===== config.mk =====
export PLATFORM = sky130hd
export DESIGN_NAME = bpr_bank_ctrl
export DESIGN_NICKNAME = d
export VERILOG_FILES = /design/src/rtl/bpr_pkg.sv /design/src/rtl/bpr_bank_ctrl.sv /design/src/rtl/bpr_pin_sync.sv
export VERILOG_INCLUDE_DIRS = /design/src /design/src/rtl
export SDC_FILE = /design/constraint.sdc
export NUM_CORES = 1
export LEC_CHECK = 0
export BUFFER_PORTS_ARGS = -buffer_cell sky130_fd_sc_hd__buf_4
export CAP_MARGIN = 10
export CORE_MARGIN = 2
export CORE_UTILIZATION = 37
export DETAILED_ROUTE_END_ITERATION = 10
export SLEW_MARGIN = 10
export SYNTH_ARGS = -nofsm -noshare
export SYNTH_HDL_FRONTEND = slang
export SYNTH_SLANG_ARGS = --single-unit

===== constraint.sdc =====
create_clock -name clk -period 2.7 [get_ports clk]
set_input_delay 0.135 -clock clk [delete_from_list [all_inputs] [get_ports clk]]
set_output_delay 0.135 -clock clk [all_outputs]
set_load 0.01 [all_outputs]

===== src/rtl/bpr_defines.svh =====
// Offsets, field positions, reset values and timing counts of the block
`ifndef BPR_DEFINES_SVH
`define BPR_DEFINES_SVH

// ==========================================================
// Clock
`define BPR_CLK_PERIOD_NS 8

// ==========================================================
// Array timing, in ns (plain defaults)
`define BPR_T_PRECHARGE_RECOVERY_NS 15
`define BPR_T_ROW_ACTIVE_MIN_NS 40
`define BPR_T_WRITE_RECOVERY_NS 15
`define BPR_T_REFRESH_CYCLE_NS 72
`define BPR_T_SELF_REFRESH_EXIT_NS 112
`define BPR_T_SELF_REFRESH_TICK_NS 7800

// Least times round up to whole clock cycles
`define BPR_CYC_UP(ns) (((ns) + `BPR_CLK_PERIOD_NS - 1) / `BPR_CLK_PERIOD_NS)
`define BPR_RP_CYC `BPR_CYC_UP(`BPR_T_PRECHARGE_RECOVERY_NS)
`define BPR_RAS_CYC `BPR_CYC_UP(`BPR_T_ROW_ACTIVE_MIN_NS)
`define BPR_WR_CYC `BPR_CYC_UP(`BPR_T_WRITE_RECOVERY_NS)
`define BPR_RFC_CYC `BPR_CYC_UP(`BPR_T_REFRESH_CYCLE_NS)
`define BPR_XSR_CYC `BPR_CYC_UP(`BPR_T_SELF_REFRESH_EXIT_NS)
// Longest interval rounds down
`define BPR_TICK_CYC (`BPR_T_SELF_REFRESH_TICK_NS / `BPR_CLK_PERIOD_NS)
`define BPR_XSR_MIN_EDGES 2

// ==========================================================
// Widths
`define BPR_ROW_W 14
`define BPR_ADDR_W 4

// ==========================================================
// Register offsets (byte addresses)
`define BPR_REG_CONFIG 4'h0
`define BPR_REG_STATUS 4'h4
`define BPR_REG_ROW 4'h8

// Config fields and reset value
`define BPR_CFG_BL_LSB 0
`define BPR_CFG_BL_MSB 1
`define BPR_CFG_PASR_LSB 2
`define BPR_CFG_PASR_MSB 4
`define BPR_CFG_W 5
`define BPR_CFG_RESET 5'h01

// Status fields
`define BPR_ST_OPEN_LSB 0
`define BPR_ST_IDLE_LSB 4
`define BPR_ST_REF_LSB 8

// Partial-array codes
`define BPR_PASR_HALF 3'h1
`define BPR_PASR_QUARTER 3'h2

`endif


===== src/rtl/bpr_pkg.sv =====
// Types shared by the bank precharge and refresh control
package bpr_pkg;

  typedef enum logic [2:0] {
    BK_IDLE, BK_ACTIVE, BK_AP_BURST, BK_AP_WREC, BK_AP_WAIT, BK_PRECHG
  } bpr_bank_st_e;

  typedef enum logic [1:0] {
    RF_NORMAL, RF_AUTO, RF_SELF, RF_EXIT
  } bpr_ref_st_e;

  typedef enum logic [2:0] {
    CMD_NOP, CMD_ACT, CMD_READ, CMD_WRITE, CMD_PRE, CMD_REF, CMD_OTHER
  } bpr_cmd_e;

endpackage


===== src/rtl/bpr_bank_ctrl.sv =====
// Bank precharge, auto precharge, auto refresh and self refresh control
// ==========================================================
// What this block does
// - Precharge closes the row; bank is usable only after recovery time.
// - All-banks bit low picks one bank by bank selects; high picks all.
// - Precharge to an idle or already precharging bank does nothing.
// - All-banks bit on read/write asks auto precharge after that burst.
// - Auto precharge starts at earliest legal point within row-active time.
// - Read auto precharge starts where an explicit precharge could first go.
// - Early auto precharge waits until minimum row-active time is met.
// - Commands to other banks run during an auto-precharging access.
// - Refresh row comes from an internal counter; address pins ignored.
// - Refresh encoding with clock-enable low enters self refresh.
// - Self refresh covers selected array part at a temperature-set rate.
`timescale 1ns/1ps
`include "bpr_defines.svh"
module bpr_bank_ctrl
  import bpr_pkg::*;
(
  input wire logic clk,
  input wire logic reset_n,
  input wire logic mem_clk,
  input wire logic clk_enable,
  input wire logic chip_select_n,
  input wire logic row_strobe_n,
  input wire logic col_strobe_n,
  input wire logic write_enable_n,
  input wire logic bank_select_low,
  input wire logic bank_select_high,
  input wire logic all_banks_select_bit,
  input wire logic temp_hot,
  input wire logic [`BPR_ADDR_W-1:0] reg_addr,
  input wire logic [31:0] reg_wdata,
  input wire logic reg_write,
  input wire logic reg_read,
  output logic [31:0] reg_rdata,
  output logic [3:0] bank_open,
  output logic self_refresh_active,
  output logic refresh_pulse,
  output logic [`BPR_ROW_W-1:0] refresh_row
);

  // ==========================================================
  // Pin sampling
  logic [8:0] pin_lvl;
  logic ck_lvl, cke_lvl, ck_prev_q, ck_rise;
  logic [1:0] bank_sel;
  bpr_cmd_e cmd;

  bpr_pin_sync #(.W(9)) bpr_pin_sync_inst (
    .clk(clk),
    .reset_n(reset_n),
    .pin({mem_clk, clk_enable, chip_select_n, row_strobe_n, col_strobe_n,
          write_enable_n, bank_select_high, bank_select_low,
          all_banks_select_bit}),
    .level(pin_lvl)
  );

  function automatic bpr_cmd_e decode(input logic [3:0] c);
    case (c)
      4'h7: decode = CMD_NOP;
      4'h3: decode = CMD_ACT;
      4'h5: decode = CMD_READ;
      4'h4: decode = CMD_WRITE;
      4'h2: decode = CMD_PRE;
      4'h1: decode = CMD_REF;
      default: decode = c[3] ? CMD_NOP : CMD_OTHER;
    endcase
  endfunction

  // Data pairs of a burst, in link clock edges
  function automatic logic [3:0] half_burst(input logic [1:0] code);
    half_burst = 4'h1 << code;
  endfunction

  assign ck_lvl = pin_lvl[8];
  assign cke_lvl = pin_lvl[7];
  assign cmd = decode(pin_lvl[6:3]);
  assign bank_sel = pin_lvl[2:1];
  assign ck_rise = ck_lvl & ~ck_prev_q;

  always_ff @(posedge clk or negedge reset_n) begin
    if (!reset_n) begin
      ck_prev_q <= 1'b0;
    end else begin
      ck_prev_q <= ck_lvl;
    end
  end

  // ==========================================================
  // Configuration register
  logic [`BPR_CFG_W-1:0] cfg_q, cfg_d;
  logic [1:0] bl_code;
  logic [2:0] pasr;

  assign bl_code = cfg_q[`BPR_CFG_BL_MSB:`BPR_CFG_BL_LSB];
  assign pasr = cfg_q[`BPR_CFG_PASR_MSB:`BPR_CFG_PASR_LSB];

  // ==========================================================
  // Refresh control state
  bpr_ref_st_e rst_q, rst_d;
  logic [11:0] rcnt_q, rcnt_d;
  logic [1:0] xedge_q, xedge_d;
  logic [`BPR_ROW_W-1:0] row_q, row_d;
  logic rpulse_q, rpulse_d;
  logic row_in_array;
  logic cmd_live;
  logic all_idle;

  // Bank commands count only on a link edge in normal operation with CKE high
  assign cmd_live = ck_rise & cke_lvl & (rst_q == RF_NORMAL);

  // ==========================================================
  // Per-bank state
  bpr_bank_st_e bank_q [4];
  bpr_bank_st_e bank_d [4];
  logic [7:0] ras_q [4];
  logic [7:0] ras_d [4];
  logic [7:0] cnt_q [4];
  logic [7:0] cnt_d [4];
  logic [3:0] edge_q [4];
  logic [3:0] edge_d [4];
  logic [3:0] wr_q, wr_d;
  logic [3:0] open_vec, idle_vec;

  always_comb begin
    bank_d = bank_q;
    ras_d = ras_q;
    cnt_d = cnt_q;
    edge_d = edge_q;
    wr_d = wr_q;
    for (int b = 0; b < 4; b++) begin
      if (ras_q[b] != 8'h00) begin
        ras_d[b] = ras_q[b] - 8'h01;
      end
      case (bank_q[b])
        BK_AP_BURST: begin
          if (ck_rise) begin
            if (edge_q[b] <= 4'h1) begin
              if (wr_q[b]) begin
                bank_d[b] = BK_AP_WREC;
                cnt_d[b] = 8'(`BPR_WR_CYC - 1);
              end else begin
                bank_d[b] = BK_AP_WAIT;
              end
            end else begin
              edge_d[b] = edge_q[b] - 4'h1;
            end
          end
        end
        BK_AP_WREC: begin
          if (cnt_q[b] == 8'h00) begin
            bank_d[b] = BK_AP_WAIT;
          end else begin
            cnt_d[b] = cnt_q[b] - 8'h01;
          end
        end
        BK_AP_WAIT: begin
          // Lock-out: hold the precharge until row-active time is met
          if (ras_q[b] == 8'h00) begin
            bank_d[b] = BK_PRECHG;
            cnt_d[b] = 8'(`BPR_RP_CYC - 1);
          end
        end
        BK_PRECHG: begin
          if (cnt_q[b] == 8'h00) begin
            bank_d[b] = BK_IDLE;
          end else begin
            cnt_d[b] = cnt_q[b] - 8'h01;
          end
        end
        default: begin
        end
      endcase
      // Commands touch only the addressed bank, or every active bank on precharge all; others keep running
      if (cmd_live) begin
        case (cmd)
          CMD_ACT: begin
            if (bank_sel == 2'(b) && bank_q[b] == BK_IDLE) begin
              bank_d[b] = BK_ACTIVE;
              ras_d[b] = 8'(`BPR_RAS_CYC - 1);
            end
          end
          CMD_READ, CMD_WRITE: begin
            if (bank_sel == 2'(b) && bank_q[b] == BK_ACTIVE &&
                pin_lvl[0]) begin
              bank_d[b] = BK_AP_BURST;
              wr_d[b] = (cmd == CMD_WRITE);
              // Write: one extra edge on top of the read count for the same burst
              edge_d[b] = (cmd == CMD_WRITE) ?
                          half_burst(bl_code) + 4'h1 : half_burst(bl_code);
            end
          end
          CMD_PRE: begin
            // Idle or already closing banks ignore it
            if ((pin_lvl[0] || bank_sel == 2'(b)) &&
                bank_q[b] == BK_ACTIVE) begin
              bank_d[b] = BK_PRECHG;
              cnt_d[b] = 8'(`BPR_RP_CYC - 1);
            end
          end
          default: begin
          end
        endcase
      end
    end
  end

  always_ff @(posedge clk or negedge reset_n) begin
    if (!reset_n) begin
      for (int b = 0; b < 4; b++) begin
        bank_q[b] <= BK_IDLE;
        ras_q[b] <= 8'h00;
        cnt_q[b] <= 8'h00;
        edge_q[b] <= 4'h0;
      end
      wr_q <= 4'h0;
    end else begin
      bank_q <= bank_d;
      ras_q <= ras_d;
      cnt_q <= cnt_d;
      edge_q <= edge_d;
      wr_q <= wr_d;
    end
  end

  always_comb begin
    for (int b = 0; b < 4; b++) begin
      idle_vec[b] = (bank_q[b] == BK_IDLE);
      open_vec[b] = (bank_q[b] == BK_ACTIVE) || (bank_q[b] == BK_AP_BURST);
    end
  end
  assign all_idle = &idle_vec;

  // ==========================================================
  // Refresh sequencing
  always_comb begin
    case (pasr)
      `BPR_PASR_HALF: row_in_array = ~row_q[`BPR_ROW_W-1];
      `BPR_PASR_QUARTER: row_in_array = (row_q[`BPR_ROW_W-1 -: 2] == 2'h0);
      default: row_in_array = 1'b1;
    endcase
  end

  always_comb begin
    rst_d = rst_q;
    rcnt_d = rcnt_q;
    xedge_d = xedge_q;
    row_d = row_q;
    rpulse_d = 1'b0;
    case (rst_q)
      RF_NORMAL: begin
        // Address pins are not looked at for refresh
        if (ck_rise && cmd == CMD_REF && all_idle) begin
          rpulse_d = 1'b1;
          row_d = row_q + 1'b1;
          if (cke_lvl) begin
            rst_d = RF_AUTO;
            rcnt_d = 12'(`BPR_RFC_CYC - 1);
          end else begin
            rst_d = RF_SELF;
            rcnt_d = 12'(`BPR_TICK_CYC - 1);
          end
        end
      end
      RF_AUTO: begin
        if (rcnt_q == 12'h000) begin
          rst_d = RF_NORMAL;
        end else begin
          rcnt_d = rcnt_q - 12'h001;
        end
      end
      RF_SELF: begin
        // Pins other than CKE are ignored here
        if (cke_lvl) begin
          rst_d = RF_EXIT;
          rcnt_d = 12'(`BPR_XSR_CYC - 1);
          xedge_d = 2'h0;
        end else if (rcnt_q == 12'h000) begin
          // Warm array leaks faster, so tick twice as often
          rcnt_d = temp_hot ? 12'(`BPR_TICK_CYC / 2 - 1)
                            : 12'(`BPR_TICK_CYC - 1);
          rpulse_d = row_in_array;
          row_d = row_q + 1'b1;
        end else begin
          rcnt_d = rcnt_q - 12'h001;
        end
      end
      RF_EXIT: begin
        if (rcnt_q != 12'h000) begin
          rcnt_d = rcnt_q - 12'h001;
        end
        if (ck_rise && xedge_q != 2'h3) begin
          xedge_d = xedge_q + 2'h1;
        end
        if (rcnt_q == 12'h000 && xedge_q >= 2'(`BPR_XSR_MIN_EDGES)) begin
          rst_d = RF_NORMAL;
        end
      end
      default: rst_d = RF_NORMAL;
    endcase
  end

  always_ff @(posedge clk or negedge reset_n) begin
    if (!reset_n) begin
      rst_q <= RF_NORMAL;
      rcnt_q <= 12'h000;
      xedge_q <= 2'h0;
      row_q <= '0;
      rpulse_q <= 1'b0;
    end else begin
      rst_q <= rst_d;
      rcnt_q <= rcnt_d;
      xedge_q <= xedge_d;
      row_q <= row_d;
      rpulse_q <= rpulse_d;
    end
  end

  // ==========================================================
  // Register port and outputs
  logic [31:0] rdata_d, rdata_q, status;
  logic [3:0] open_q;
  logic sref_q;

  always_comb begin
    status = 32'h0;
    status[`BPR_ST_OPEN_LSB +: 4] = open_vec;
    status[`BPR_ST_IDLE_LSB +: 4] = idle_vec;
    status[`BPR_ST_REF_LSB +: 2] = rst_q;
  end

  always_comb begin
    cfg_d = cfg_q;
    rdata_d = 32'h0;
    if (reg_write && reg_addr == `BPR_REG_CONFIG) begin
      cfg_d = reg_wdata[`BPR_CFG_W-1:0];
    end
    if (reg_read) begin
      case (reg_addr)
        `BPR_REG_CONFIG: rdata_d = {27'h0, cfg_q};
        `BPR_REG_STATUS: rdata_d = status;
        `BPR_REG_ROW: rdata_d = {18'h0, row_q};
        default: rdata_d = 32'h0;
      endcase
    end
  end

  always_ff @(posedge clk or negedge reset_n) begin
    if (!reset_n) begin
      cfg_q <= `BPR_CFG_RESET;
      rdata_q <= 32'h0;
      open_q <= 4'h0;
      sref_q <= 1'b0;
    end else begin
      cfg_q <= cfg_d;
      rdata_q <= rdata_d;
      open_q <= open_vec;
      sref_q <= (rst_q == RF_SELF);
    end
  end

  assign reg_rdata = rdata_q;
  assign bank_open = open_q;
  assign self_refresh_active = sref_q;
  assign refresh_pulse = rpulse_q;
  assign refresh_row = row_q;

endmodule


===== src/rtl/bpr_pin_sync.sv =====
// Three-stage synchroniser with agreement filter for pin inputs
`timescale 1ns/1ps
module bpr_pin_sync #(
  parameter int W = 9
) (
  input wire logic clk,
  input wire logic reset_n,
  input wire logic [W-1:0] pin,
  output logic [W-1:0] level
);

  logic [W-1:0] s1_q, s2_q, s3_q, lvl_q;
  logic [W-1:0] lvl_d;

  // A change counts once stages two and three agree
  always_comb begin
    for (int i = 0; i < W; i++) begin
      lvl_d[i] = (s2_q[i] == s3_q[i]) ? s3_q[i] : lvl_q[i];
    end
  end

  always_ff @(posedge clk or negedge reset_n) begin
    if (!reset_n) begin
      s1_q <= '0;
      s2_q <= '0;
      s3_q <= '0;
      lvl_q <= '0;
    end else begin
      s1_q <= pin;
      s2_q <= s1_q;
      s3_q <= s2_q;
      lvl_q <= lvl_d;
    end
  end

  assign level = lvl_q;

endmodule


* After elaboration in Yosys (flattened, before gate mapping) *
Index checks and enable logic that the tools add are counted.

cells by class
  $add $sub $neg = 16
  $lt $le $gt $ge = 5
  equality and inequality tests = 60
  shift-type cells = 1
  muxes and demuxes = 155
  bitwise logic cells = 5
  reductions and logical operators = 67

operators by type and width
  kind                                                             number
  2-to-1 mux 8 bit                                                 48
  2-to-1 mux 3 bit                                                 41
  2-to-1 mux 4 bit                                                 25
  case mux 8 bit (3 select lines)                                  4
  zero test 8 bit                                                  8
  subtractor 8 x 1 -> 8 bit (second input constant)                8
  2-to-1 mux 12 bit                                                5
  2-to-1 mux 14 bit                                                4
  case mux 12 bit (4 select lines)                                 1
  case mux 3 bit (4 select lines)                                  4
  case mux 14 bit (3 select lines)                                 1
  case mux 3 bit (3 select lines)                                  4
  == test 3 x 2 -> 1 bit (second input constant)                   11
  nonzero test 8 bit                                               4
  == test 3 bit (second input constant)                            10
  case mux 14 bit (2 select lines)                                 1
  logical AND 1 bit                                                21
  2-to-1 mux 10 bit                                                2
  == test 3 x 1 -> 1 bit (second input constant)                   6
  case mux 3 bit (6 select lines)                                  1
  AND reduction 3 bit                                              6
  == test 4 x 3 -> 1 bit (second input constant)                   4
  less-or-equal comparator 4 x 1 -> 1 bit (second input constant)  4
  inequality test 2 bit (second input constant)                    8
  other kinds (30)                                                 78

word-level totals
  register bits = 206
  bits of input ports = 50
  output and inout bits = 52
  word-level logic and storage cells = 351

* Logic depth before layout (Yosys ltp) *
  depth after elaboration = 7
  mapped depth = 8
  depth with buffers taken out = 7

* By module *
A second synthesis with hierarchy kept.

second synthesis, totals
  cell total of the unflattened synthesis = 1003
  area total of the unflattened synthesis = 9870.7 µm²

by module, submodules not included
  module         times used  cells each  area an instance (µm²)
  bpr_bank_ctrl  1           958         8868.5
  bpr_pin_sync   1           45          1002.2

* Least setup slack after synthesis *
OpenSTA, ideal clock, no wires.

  path kind = register -> register
  from = reg rcnt_q[0]
  to = reg row_q[12], in the netlist refresh_row[12]
  library setup time = 126 ps
  arrival time = 2405 ps
  data required time = 2574 ps
  setup slack = 169 ps
  stages on the path, launching flop included = 9
  buffers on the path = 1
  clock period less this slack = 2531 ps
  cell sequence = dfrtp_1 inv_1 ha_1 or4b_4 or4_1 o32ai_1 buf_4 nand4_1 xnor2_1

between the ends
  longest elaborated chain between the ends = 3

ends and longest elaborated chain
  what                             RTL line              text
  start, declared                  bpr_bank_ctrl.sv:102  logic [11:0] rcnt_q, rcnt_d;
  start signal, assigned           bpr_bank_ctrl.sv:313  rcnt_q <= rcnt_d;
  zero test 12 bit                 bpr_bank_ctrl.sv:279  end else if (rcnt_q == 12'h000) begin
  inequality test 2 bit (no line)  -
  AND reduction 4 bit (no line)    -
  end signal, assigned             bpr_bank_ctrl.sv:315  row_q <= row_d;
  end, declared                    bpr_bank_ctrl.sv:104  logic [`BPR_ROW_W-1:0] row_q, row_d;

Every way passes these cells.
A chain may end at the register's enable or synchronous reset.

* Worst setup path after layout *
  from = reg rcnt_q[0]
  to = reg row_q[1], in the netlist refresh_row[1]

The elaborated chain is that of the path after synthesis.

==> results.md <==
* Register area share after synthesis at 0.480
* Via count at 7681
* LEAKAGE at 5.13 nW
* Most area-hungry cell type in the Yosys netlist: dfrtp_1
* Antenna cells at 0
* Synth Area in Compound Gates at 0.142
* Worst Max-Slew Pin Slew at 0.716 ns
* Switching Share at 0.325
* Clock share of power at 0.327
* Routed WL per cell at 15.3 µm
* Fmax at 0.398 GHz
* Synth Instances at 1007
* Final setup violation count at 0
* Maximum buffer depth of the clock tree at 2
* Total Nets Final at 1178
* Mapped Area at 0.00979 mm²
* # IOs at 102
* Yosys top cell area share at 0.478
* Initial Util at 0.376
* CP startpoint kind: register
* Post-synthesis xor/xnor area fraction at 0.0456
* Clock latency on the worst-skew pair at 0.44 ns
* Setup Skew at 0.0144 ns
* Die height at 167 µm
* Hold Crit Class: in -> reg
* Number of H-tree levels at 4
* Tcrit/Tclk final at 0.931
* CP Capture Type: register
* Syn-to-layout area delta at 17.8%
* Syn Area/Cell at 9.73 µm²
* Crit Path Max Fanout at 13
* Vias/cell at 5.29
* Cts bufs inserted at 17
* Cell Rows at 59
* Drt pass-1 iters at 5
* Sequential share of power at 0.469
* Chip width at 167 µm
* Total track usage at 0.164
* Crit Path Class: reg -> reg
* Final slew viol count at 0
* DRT Wirelength at 22200 µm
* Maximum vdd drop at 0.536 mV
* Synth Warn # at 0
* Clock sinks at 188
* Crit path DAT at 2.83 ns
* Slowest cell on the critical path: or4_1
* Synth top area cells: dfrtp_1 48%, nor2_1 4.2%, a21oi_1 3.6%, xnor2_1 3.4%, ha_1 3.1%
* Critical path, cell by cell: inv_1 -> ha_1 -> or4b_4 -> or4_1 -> o32ai_2 -> buf_4 -> mux2_2
* Final Hold Viols at 0
* Main combinational cell family by area after synthesis: simple AND/OR/NAND/NOR gates
* # port buffers at 56
* Delay-heaviest family, CP: simple AND/OR/NAND/NOR gates
* Starting DRC count in detailed routing at 481
* Clk pin slew, worst setup/hold paths at 0.08 ns
* Place WS at 0.208 ns
* Die area at 0.0278 mm²
* Max_slew headroom at 0.521
* CTS tree: built
* Buf+Inv Stages, Crit Path at 2
* RSZ-0062 raised after global routing: false
* Remaining DRCs at 0
* Post-synth EDFFs at 0
* Fin area at 0.0115 mm²
* Synth Flop Type: dfrtp_1
* First-pass GRT wire length at 37400 µm
* Number of global-route vias before repair at 7219
* Yosys reg bits at 188
* Synth Area in Adders at 0.0399
* Maxcap violations at 0
* Power per cell area at 674 mW/mm²
* Status: finished clean
* Tot Pwr at 0.00778 W
* Tmin final at 2.51 ns
* Clock Tree Root: clkbuf_16
* Antenna-violating nets left at 0
* Multiplexer share of the synthesized area at 0.0356
* Placed inst area at 0.0108 mm²
* Final setup margin at 0.188 ns
* Grt ovf at 0
* Async S/R FF share, synth at 1.00
* Simple logic cell fraction of the synthesized area at 0.212
* Largest net degree at the start of global routing at 69
* Layout Utilization at 0.443
* Core Footprint at 0.0261 mm²
* NetSw at 0.00253 W
* Worst EP required at 3.02 ns
* Synth unique cells at 77
* Critical Path Max Stage Delay at 0.53 ns
* Initial antenna violation count at 0
* Routability cong. at 0.860
* Setup TNS at 0 ns
* Final HPWL DP at 15900 µm
* Share of cells above drive strength 1 at 0.153
* Int Power at 0.00525 W
* Combinational Power Share at 0.205
==> area by class of cell <==
| cell class | instances | area [µm²] |
|---|---|---|
| Sequential cell | 188 | 4710 |
| Timing Repair Buffer | 113 | 920 |
| Tap cell | 335 | 419 |
| Clock buffer | 18 | 439 |
| Clock inverter | 14 | 168 |
| Fill cell | 2466 | 14500 |
| Inverter | 38 | 143 |
| Multi-Input combinational cell | 746 | 4740 |
==> metrics by stage <==
step | hold WS [ns] | cells
after floorplan | -0.161 | 1024
after global placement | 0.186 | 1404
after detailed placement | 0.190 | 1404
after CTS | 0.0330 | 1452
after global routing | 0.0530 | 1452
final | 0.0446 | 1452
==> registers in the layout (all words and copies together) (netlist names), 2 cells and up <==
name                     cells
cnt_q                       32
ras_q                       32
edge_q                      16
refresh_row                 14
reg_rdata                   14
bank_q                      12
rcnt_q                      12
bpr_pin_sync_inst.level      9
bpr_pin_sync_inst.s1_q       9
bpr_pin_sync_inst.s2_q       9
bpr_pin_sync_inst.s3_q       9
cfg_q                        5
bank_open                    4
wr_q                         4
rst_q                        2
xedge_q                      2
==> placed cells by master (no fill, tap or decap), drive strengths merged, types with 5 or more instances in the layout <==
cell and instances:
a211oi 8, a21o 5, a21oi 70, a22oi 12
a31oi 10, and3 11, buf 96, clkbuf 19
clkinv 8, conb 18, dfrtp 187, dlygate4sd3 16
ha 24, inv 44, maj3 9, mux2 12
mux2i 21, nand2 71, nand2b 19, nand3 23
nand4 16, nor2 111, nor2b 14, nor3 38
nor3b 7, nor4 16, nor4b 7, o211ai 5
o21ai 50, o22ai 5, o31ai 11, or2 8
or3 17, or3b 5, or4 12, xnor2 38
xor2 13
==> cells by family (layout without fill, tap and decap cells) <==
| family | count (synthesis) | in the layout |
|---|---|---|
| buffers and inverters | 90 | 183 |
| multiplexers | 33 | 33 |
| AO/OA/AOI/OAI | 217 | 217 |
| XOR/XNOR | 51 | 51 |
| other | 1 | 18 |
| adder cells (fa/ha/maj) | 33 | 33 |
| flip-flops | 188 | 188 |
| AND/OR/NAND/NOR | 394 | 394 |
==> cells in the mapped netlist, drive strengths merged, types with 9 or more instances <==
cell type    n
nand4       16
nor2       111
or3         17
a21oi       70
or4         12
xor2        13
nor3        38
ha          24
maj3         9
a31oi       10
nor2b       14
clkbuf      24
buf         28
inv         37
and3        11
nor4        16
nand2b      19
nand3       23
xnor2       38
o21ai       50
o31ai       11
mux2        12
a22oi       12
mux2i       21
dfrtp      187
nand2       71
==> worst min-delay path, cell delays in order <==
cell and delay [ns]:
buf_4 0.10, nor4b_2 0.08, nand2_1 0.07, a21oi_1 0.05
==> power by group through the flow <==
stage / Clock (W) / Combinational, W / Sequential, W
after floorplan: 0 / 0.00120 / 0.00359
after global placement: 0 / 0.00154 / 0.00368
final: 0.00254 / 0.00159 / 0.00365
after CTS: 0.00261 / 0.00160 / 0.00364
after detailed placement: 0 / 0.00157 / 0.00369
after global routing: 0.00274 / 0.00181 / 0.00371
==> timing repair <==
action | CTS | global route
resized for setup | 0 | 0
endpoints found under the hold margin | 83 | 0
hold buffers | 16 | 0
buffers inserted | 0 | 0
==> worst paths after layout <==
kind,endpoint,slack (ns),from,cells past startpoint
setup / recovery,refresh_row[1],0.19,rcnt_q[0],7
hold / removal,reg_rdata[3],0.04,reg_addr[2],4
setup reg to reg,refresh_row[1],0.19,rcnt_q[0],7
hold reg to reg,bpr_pin_sync_inst.s2_q[3],0.35,bpr_pin_sync_inst.s1_q[3],0
max in group asynchronous,bank_open[2],1.69,reset_n,3
min in group asynchronous,cnt_q[14],0.25,reset_n,2
==> per-layer routing <==
layer / GRT usage / share of wire / vias up
met1: 0.231 / 0.49 / 3729
met3: 0.0299 / 0.030 / 17
li1: - / - / 3796
met2: 0.261 / 0.47 / 139
met5: 0 / 0 / -
met4: 0.0454 / 0.013 / 0
Power figures use the tool's default switching activity.
